$ cat config.mk
export PLATFORM = sky130hd
export DESIGN_NAME = eipm_port_mapper
export DESIGN_NICKNAME = d
export VERILOG_FILES = /design/src/hw/eipm_pkg.sv /design/src/hw/eipm_port_mapper.sv
export VERILOG_INCLUDE_DIRS = /design/src /design/src/hw
export SDC_FILE = /design/constraint.sdc
export NUM_CORES = 2
export LEC_CHECK = 0
export BUFFER_PORTS_ARGS = -buffer_cell sky130_fd_sc_hd__buf_2
export CAP_MARGIN = 20
export CORE_ASPECT_RATIO = 1.75
export CORE_UTILIZATION = 40
export DETAILED_ROUTE_END_ITERATION = 6
export PLACE_DENSITY = 0.54
export SYNTH_ARGS = -nofsm -noshare
export SYNTH_HDL_FRONTEND = slang
export SYNTH_SLANG_ARGS = --single-unit
$ cat constraint.sdc
create_clock -name clk_sys -period 5 [get_ports clk_sys]
set_clock_uncertainty 0.2 [all_clocks]
set_input_delay 0.5 -clock clk_sys [delete_from_list [all_inputs] [get_ports clk_sys]]
set_output_delay 0.5 -clock clk_sys [all_outputs]
set_load 0.02 [all_outputs]
$ cat src/hw/eipm_map.svh
// Purpose: constants for the emulator i/o port mapper
// Assumes: 16-bit port address, 16-bit data path
// Notes: block index is the upper port address bits
// Behaviour
// - Every processor bus cycle is passed on to the target regardless of mapping.
// - A write to an emulator-mapped location goes both to the emulator resource and to the target.
// - A read of an emulator-mapped location runs on both sides but returns the emulator's data.
// - The port space holds 64K byte ports or 32K word ports, each steerable by the map.
// - The map holds one steering bit per 64-byte block of ports.
// - A partition that ends off a block boundary is extended up to the next boundary.
// - After initialisation all 10000H ports are steered to the target.
// - Each block is either target-served or emulator-handled, and target ports are completed by the target.
// - A read of an emulator-handled port raises an input request and returns the handler's value.
// - Each handler access reports the port number and a flag that is true for a read.
// - Each handler access carries a flag that is true for a byte access.
// - A write to an emulator-handled port passes the written value to the handler.
`ifndef EIPM_MAP_SVH
`define EIPM_MAP_SVH
`define EIPM_ADDR_W 16
`define EIPM_DATA_W 16
`define EIPM_BLK_SHIFT 6
`define EIPM_NBLK 1024
`define EIPM_BLK_W 10
`define EIPM_MAP_RESET 1'b0
`define EIPM_PORT_SPAN 17'h10000
`endif

$ cat src/hw/eipm_pkg.sv
// Purpose: types for the emulator i/o port mapper
// Assumes: eipm_map.svh holds the numbers
// Notes: none
`include "eipm_map.svh"
package eipm_pkg;
  typedef enum logic [2:0] {
    CYC_MEM_RD, CYC_MEM_WR, CYC_IO_RD, CYC_IO_WR, CYC_INTA, CYC_HALT
  } eipm_cyc_e;

  typedef enum {ST_IDLE, ST_TGT, ST_HOST} eipm_state_e;

  typedef struct packed {
    logic [`EIPM_ADDR_W-1:0] port;
    logic is_read;
    logic is_byte;
    logic [`EIPM_DATA_W-1:0] value;
  } eipm_host_req_s;

  typedef struct packed {
    logic start;
    logic [`EIPM_ADDR_W-1:0] first;
    logic [`EIPM_ADDR_W:0] length;
    logic to_emulator;
  } eipm_map_cmd_s;
endpackage

$ cat src/hw/eipm_port_mapper.sv
// Purpose: steer processor port cycles to target or emulator handler
// Assumes: mem_emul comes from the memory map logic; cycles arrive one at a time
// Notes: map commands are applied one block per clock; a command in progress stalls cycles
`timescale 1ns/10ps
`default_nettype none
`include "eipm_map.svh"
module eipm_port_mapper
  import eipm_pkg::*;
(
  input wire logic clk_sys,
  input wire logic rst_n,
  input wire logic cpu_req,
  input wire eipm_cyc_e cpu_cyc,
  input wire logic [`EIPM_ADDR_W-1:0] cpu_addr,
  input wire logic cpu_byte,
  input wire logic [`EIPM_DATA_W-1:0] cpu_wdata,
  input wire logic mem_emul,
  input wire logic [`EIPM_DATA_W-1:0] mem_rdata,
  output logic cpu_done,
  output logic [`EIPM_DATA_W-1:0] cpu_rdata,
  output logic tgt_strobe,
  output eipm_cyc_e tgt_cyc,
  output logic [`EIPM_ADDR_W-1:0] tgt_addr,
  output logic tgt_byte,
  output logic [`EIPM_DATA_W-1:0] tgt_wdata,
  input wire logic tgt_ready_pin,
  input wire logic [`EIPM_DATA_W-1:0] tgt_rdata_pin,
  output logic host_valid,
  output eipm_host_req_s host_req,
  input wire logic host_ack,
  input wire logic [`EIPM_DATA_W-1:0] port_value,
  input wire eipm_map_cmd_s port_map_command,
  output logic map_busy
);
  typedef struct packed {
    eipm_state_e st;
    logic [`EIPM_NBLK-1:0] emu;
    logic map_act;
    logic [`EIPM_BLK_W-1:0] map_blk;
    logic [`EIPM_BLK_W:0] map_left;
    logic map_val;
    logic emu_cyc;
    logic host_pend;
    logic tgt_seen;
    logic [1:0] rdy_s;
    logic [`EIPM_DATA_W-1:0] dat_s1, dat_s2;
    logic cpu_done;
    logic [`EIPM_DATA_W-1:0] cpu_rdata;
    logic tgt_strobe;
    eipm_cyc_e tgt_cyc;
    logic [`EIPM_ADDR_W-1:0] tgt_addr;
    logic tgt_byte;
    logic [`EIPM_DATA_W-1:0] tgt_wdata;
    logic host_valid;
    eipm_host_req_s host_req;
    logic [`EIPM_DATA_W-1:0] host_data;
  } eipm_state_s;

  eipm_state_s s_q, s_d;

  function automatic logic [`EIPM_BLK_W-1:0] blk_of(input logic [`EIPM_ADDR_W-1:0] a);
    blk_of = a[`EIPM_ADDR_W-1:`EIPM_BLK_SHIFT];
  endfunction

  // blocks touched by a partition, rounded up past any partial end block
  function automatic logic [`EIPM_BLK_W:0] blk_count(input logic [`EIPM_ADDR_W-1:0] first,
                                                    input logic [`EIPM_ADDR_W:0] len);
    logic [`EIPM_ADDR_W+1:0] last_ex;
    logic [`EIPM_ADDR_W+1:0] span;
    last_ex = {2'b00, first} + {1'b0, len};
    if (last_ex > {1'b0, `EIPM_PORT_SPAN}) begin
      last_ex = {1'b0, `EIPM_PORT_SPAN};
    end
    span = last_ex - {2'b00, first[`EIPM_ADDR_W-1:`EIPM_BLK_SHIFT], 6'h00} + 18'h0003f;
    blk_count = span[`EIPM_ADDR_W:`EIPM_BLK_SHIFT];
  endfunction

  // cycle kinds are decoded in several places, so each has one definition
  function automatic logic is_io_cyc(input eipm_cyc_e c);
    is_io_cyc = (c == CYC_IO_RD) || (c == CYC_IO_WR);
  endfunction

  function automatic logic is_mem_cyc(input eipm_cyc_e c);
    is_mem_cyc = (c == CYC_MEM_RD) || (c == CYC_MEM_WR);
  endfunction

  function automatic logic is_port_rd(input eipm_cyc_e c);
    is_port_rd = (c == CYC_IO_RD);
  endfunction

  // the handler may answer while the target is still busy or after it
  function automatic eipm_state_s take_answer(input eipm_state_s s, input logic ack,
                                              input logic [`EIPM_DATA_W-1:0] val);
    take_answer = s;
    if (s.host_valid && ack) begin
      take_answer.host_valid = 1'b0;
      take_answer.host_pend = 1'b0;
      take_answer.host_data = val;
    end
  endfunction

  // mapped reads take the emulator side and drop whatever the target drove
  function automatic logic [`EIPM_DATA_W-1:0] pick_rdata(input logic emu, input eipm_cyc_e c,
                                                         input logic [`EIPM_DATA_W-1:0] host,
                                                         input logic [`EIPM_DATA_W-1:0] mem,
                                                         input logic [`EIPM_DATA_W-1:0] tgt);
    if (!emu) begin
      pick_rdata = tgt;
    end else if (is_port_rd(c)) begin
      pick_rdata = host;
    end else begin
      pick_rdata = mem;
    end
  endfunction

  logic io_cyc;
  logic blk_emu;

  always_comb begin
    s_d = s_q;
    s_d.cpu_done = 1'b0;
    s_d.tgt_strobe = 1'b0;
    // pin inputs pass two flops before use
    s_d.rdy_s = {s_q.rdy_s[0], tgt_ready_pin};
    s_d.dat_s1 = tgt_rdata_pin;
    s_d.dat_s2 = s_q.dat_s1;
    io_cyc = is_io_cyc(cpu_cyc);
    blk_emu = s_q.emu[blk_of(cpu_addr)];

    // map updates run one block per clock so a full-range command takes 1024 cycles
    if (s_q.map_act) begin
      s_d.emu[s_q.map_blk] = s_q.map_val;
      s_d.map_blk = s_q.map_blk + 10'h001;
      s_d.map_left = s_q.map_left - 11'h001;
      if (s_q.map_left == 11'h001) begin
        s_d.map_act = 1'b0;
      end
    end else if (port_map_command.start && s_q.st == ST_IDLE) begin
      s_d.map_blk = blk_of(port_map_command.first);
      s_d.map_left = blk_count(port_map_command.first, port_map_command.length);
      s_d.map_val = port_map_command.to_emulator;
      s_d.map_act = (s_d.map_left != 11'h000);
    end

    unique case (s_q.st)
      ST_IDLE: begin
        if (cpu_req && !s_q.map_act && !port_map_command.start) begin
          // every cycle kind goes to the target, mapped or not
          s_d.tgt_strobe = 1'b1;
          s_d.tgt_cyc = cpu_cyc;
          s_d.tgt_addr = cpu_addr;
          s_d.tgt_byte = cpu_byte;
          s_d.tgt_wdata = cpu_wdata;
          s_d.tgt_seen = 1'b0;
          s_d.emu_cyc = io_cyc ? blk_emu : (is_mem_cyc(cpu_cyc) && mem_emul);
          s_d.host_pend = io_cyc && blk_emu;
          if (io_cyc && blk_emu) begin
            s_d.host_valid = 1'b1;
            s_d.host_req.port = cpu_addr;
            s_d.host_req.is_read = is_port_rd(cpu_cyc);
            s_d.host_req.is_byte = cpu_byte;
            s_d.host_req.value = cpu_wdata;
          end
          s_d.st = ST_TGT;
        end
      end
      ST_TGT: begin
        s_d = take_answer(s_d, host_ack, port_value);
        // halt never gets ready from the target, so it ends on its own
        if (s_q.tgt_cyc == CYC_HALT || s_q.rdy_s[1]) begin
          s_d.tgt_seen = 1'b1;
        end
        if (s_d.tgt_seen) begin
          s_d.st = ST_HOST;
        end
      end
      ST_HOST: begin
        s_d = take_answer(s_d, host_ack, port_value);
        // the cycle stays pending until the handler answers
        if (!s_d.host_pend) begin
          s_d.cpu_done = 1'b1;
          s_d.cpu_rdata = pick_rdata(s_q.emu_cyc, s_q.tgt_cyc, s_d.host_data, mem_rdata, s_q.dat_s2);
          s_d.st = ST_IDLE;
        end
      end
    endcase
  end

  always_ff @(posedge clk_sys or negedge rst_n) begin
    if (!rst_n) begin
      s_q <= '0;
      s_q.st <= ST_IDLE;
      s_q.emu <= {`EIPM_NBLK{`EIPM_MAP_RESET}};
      s_q.tgt_cyc <= CYC_MEM_RD;
    end else begin
      s_q <= s_d;
    end
  end

  assign cpu_done = s_q.cpu_done;
  assign cpu_rdata = s_q.cpu_rdata;
  assign tgt_strobe = s_q.tgt_strobe;
  assign tgt_cyc = s_q.tgt_cyc;
  assign tgt_addr = s_q.tgt_addr;
  assign tgt_byte = s_q.tgt_byte;
  assign tgt_wdata = s_q.tgt_wdata;
  assign host_valid = s_q.host_valid;
  assign host_req = s_q.host_req;
  assign map_busy = s_q.map_act;
endmodule
`default_nettype wire

## Word-level counts from Yosys, hierarchy flattened

Cells that the tools add are included.
W data, S select, Z words.

- Add/subtract/negate cells: 5
- Magnitude comparators: 4
- Eq/ne operators: 13
- Muxes and demuxes: 31
- Bitwise gates (word level): 5
- Reductions and logical operators: 26

Operators with widths:

| operator | count |
|---|---|
| $bwmux W1024 | 1 |
| $pmux W72 S2 | 1 |
| $mux W32 | 3 |
| $pmux W32 S3 | 1 |
| $mux W17 | 5 |
| $mux W72 | 1 |
| $logic_not A32 Y1 | 2 |
| $mux W16 | 3 |
| $mux W35 | 1 |
| $eq A32 B1 Y1 const B | 1 |
| $eq A32 B2 Y1 const B | 1 |
| $mux W23 | 1 |
| $lt A10 B11 Y1 const B | 2 |
| $mux W22 | 1 |
| $add A16 B17 Y18 | 1 |
| $gt A18 B17 Y1 const B | 1 |
| $add A17 B6 Y17 const B | 1 |
| $sub A17 B16 Y17 | 1 |
| $reduce_and A3 Y1 | 4 |
| $eq A11 B1 Y1 const B | 1 |
| $reduce_bool A11 Y1 | 1 |
| $sub A11 B1 Y11 const B | 1 |
| $add A10 B1 Y10 const B | 1 |
| $bmux W1 S10 | 1 |
| 18 further kinds | 47 |

- Bits in registers: 1221
- Bits of input ports: 125
- Output and inout bits: 90
- Logic and storage cells: 109

## Logic depth before layout (Yosys ltp)

- Depth after elaboration: 10
- Depth in mapped cells: 27
- Gate-level depth less buffers: 26

## Least setup slack after synthesis

OpenSTA, ideal clock, no wires.

- Path type: in2reg
- Start: in port_map_command[1] in the netlist's numbering
- End: reg s_q (netlist bit map_busy)
- Arrival: 5.283 ns
- Data required time: 4.653 ns
- Slack: -0.630 ns
- Cell stages on the path: 20
- Path through: ha_1 -> inv_1 -> fa_1 -> xnor2_1 -> a2111oi_0 -> o2111ai_1 -> nor4b_1 -> nand4_1 -> and2_1 -> clkbuf_1 -> or3_1 -> ha_1 -> inv_1 -> ha_1 -> or3_1 -> or4b_2 -> o211a_1 -> nand4bb_1 -> nor4_1 -> a41oi_1

RTL lines:

| item | line | source |
|---|---|---|
| start: declaration | eipm_port_mapper.sv:32 | `input wire eipm_map_cmd_s port_map_command,` |
| end: declaration | eipm_port_mapper.sv:59 | `eipm_state_s s_q, s_d;` |

==> impl_metrics.tcl <==
set metrics [dict create \
    fin_util_pct 46.4 \
    drc 0 \
    yosysWarningCount 0 \
    syn_to_final_growth_pct 15.4 \
    fmax_mhz 207 \
    totalWireLength_um 239000 \
    syn_area_um2 60300 \
    worstHoldPathType "primary input to register" \
    cts_tree "built" \
    final_hold_viol_count 0 \
    core_um2 150000 \
    status "finished, final reports clean" \
    clk_pin_slew_ps 70 \
    cts-root-buf "clkbuf_16" \
    synth_seq_cells 1191 \
    startpoint_type "primary input" \
    cp_data_arrival_time_ps 5250 \
    cts_made_buffers 112 \
    path_class "primary input to register" \
    slew_violations 0 \
    io_buffers 214 \
    max_slew_margin_pct 18.7 \
    placed_cells 7946 \
    synth_cell_types 65 \
    vdd_ir_drop_max_uv 318 \
    drive_above_1_share_pct 21.0 \
    grt_max_degree 164 \
    seqCellArea_um2 29800 \
    synth_top_area_cell "dfrtp_1" \
    period_needed_ps 4830 \
    async_flop_share_pct 100 \
    routedWlPerCell_um 29.0 \
    p_total_w 0.0311 \
    cts_sinks 1191 \
    place_congestion 0.899 \
    setup_tns_ps 0 \
    power_density_nw_per_um2 448 \
    num-fill-cells 13900 \
    synth_cells 6125 \
    multi_input_area_um2 27900 \
    drv_cap 0 \
    grt_pass1_vias 50900 \
    ys_top_cells_by_area "dfrtp_1, mux4_2, nand3_1" \
    worstSkewPairLatency_ps 760 \
    p_leak_nw 34.9 \
    vias_per_cell 6.25 \
    syn-num-nets 6299 \
    clockBufferDepth 3 \
    yosysMostFrequentCell "dfrtp_1" \
    synth_flop_cell "dfrtp_1" \
    cp_max_fo 6 \
    first_pass_iters 6 \
    num_rows 188 \
    grt_pass1_wl_um 349000 \
    min_period_over_period_pct 96.7 \
    overflow 0 \
    pin_count 215 \
    htree_num_levels 3 \
    synth_top_area_share_pct 49.4 \
    worst_slew_pin_slew_ps 1220 \
    setup_viol 0 \
    synthTopCellsByCount "dfrtp_1, nand2_1, nand3_1, o21ai_0, clkbuf_1" \
    fin_nets 6329 \
    antenna_found_initial 9 \
    fp.dieH_um 516 \
    synth_edf_count 0 \
    die-area_um2 152000 \
    ys_seq_area_share_pct 49.4 \
    cp.required_ps 5420 \
    place_hpwl_um 135000 \
    instances_no_fill 8258 \
    postRouteAntennaNets 0 \
    critical_path.endpoint_type "register" \
    track_usage_pct 31.4 \
    place_ws_ps -671 \
    start_util_pct 40.2 \
    setup_slack_ps 167 \
    drt_iter0_drc 6279 \
    die-width_um 295 \
    routed-via-count 51600 \
    syn_avg_cell_area_um2 9.84 \
]
## cells by family (layout without fill, tap and decap cells)
family | after synthesis | count (layout) | share of synthesized area [%]
compound gates | 1207 | 1207 | 10.8
xor+xnor | 19 | 19 | 0.276
fa+ha+maj | 49 | 49 | 1.03
buf+inv | 753 | 877 | 5.29
flops | 1191 | 1191 | 49.4
mux | 485 | 485 | 15.3
other cells | 0 | 14 | 0
simple gates | 2421 | 2421 | 17.8
## registers in the layout, summed over array words and instances, names as in the netlist
signal and count:
tgt_byte 1, s_q 1101, cpu_done 1, tgt_wdata 16
host_req 34, map_busy 1, cpu_rdata 16, tgt_cyc 3
tgt_strobe 1, tgt_addr 16, host_valid 1
## cells in the final DEF, fill, tap and decap left out, drive strengths merged, types with 52 or more instances in the layout
| cell | instances |
|---|---|
| dlygate4sd3 | 89 |
| a21oi | 52 |
| o21ai | 1006 |
| nand3 | 1010 |
| dfrtp | 1191 |
| mux2 | 104 |
| buf | 548 |
| nor2 | 158 |
| clkbuf | 159 |
| nand2 | 1098 |
| mux4 | 341 |
## metal layers
metal | share of wire, % | up-vias | global-route usage [%] | routed length, um
met5 | 0.024 | - | 0 | 58
met4 | 7.8 | 6 | 22.0 | 18700
met3 | 9.2 | 746 | 6.78 | 21900
met2 | 47 | 2954 | 49.7 | 113000
met1 | 36 | 26300 | 37.8 | 85700
li1 | - | 21600 | - | -
## worst max-delay path: stages
cell and delay (ps):
buf_2 110, ha_1 320, a211oi_2 330, o211ai_1 210, a41oi_2 340, mux2_2 400
o221a_2 150, nand4_1 120, and2_4 190, nor2_1 50, ha_1 310, ha_4 180
or2_2 310, or3_1 380, or4b_4 510, o211a_1 140, nand4bb_1 230, nor4_2 320
a41oi_1 150
## final cells by class
cell class / instances / share of cell area [%]
clock inverters: 49 / 0.941
inverters: 32 / 0.176
repair buffers: 637 / 7.55
clock buffers: 159 / 4.69
diodes: 14 / 0.0504
flip-flops and latches: 1191 / 42.9
multi-input cells: 4181 / 40.2
well taps: 1995 / 3.59
## what timing repair did
item / in CTS / in global routing
buffers inserted: 0 / 1
hold endpoints to repair: 196 / 0
hold buffers: 89 / 0
gates resized for setup: 0 / 11
setup endpoints to repair: 0 / 5
## power by group
group	internal (W)	switching, W
logic	0.00280	0.00709
clock network	0.00523	0.00407
registers	0.0110	0.000999
## per-stage QoR
| step | hold slack [ps] | instance area (um2) |
|---|---|---|
| 3_5_place_dp | 135 | 64700 |
| 5_1_grt | 61.8 | 69500 |
| 4_1_cts | 11.9 | 69500 |
| 6_report | 40.0 | 69600 |
| 2_1_floorplan | 4.41 | 60400 |
| 3_3_place_gp | 131 | 64600 |
## final timing paths
path / startpoint / to / slack (ps) / cells past startpoint
max in group asynchronous: rst_n / s_q[1013]$_DFFE_PN0P_ / 3090 / 3
max reg2reg: s_q[660]$_DFFE_PN0P_ / s_q[141]$_DFFE_PN0P_ / 520 / 9
min in group asynchronous: rst_n / s_q[455]$_DFFE_PN0P_ / 170 / 2
min: mem_rdata[0] / cpu_rdata[0]$_DFFE_PN0P_ / 40 / 5
min reg2reg: s_q[127]$_DFF_PN0_ / s_q[111]$_DFF_PN0_ / 150 / 0
max: port_map_command[2] / map_busy$_DFF_PN0_ / 170 / 19
Note: power is estimated with default switching activity, not from simulation.
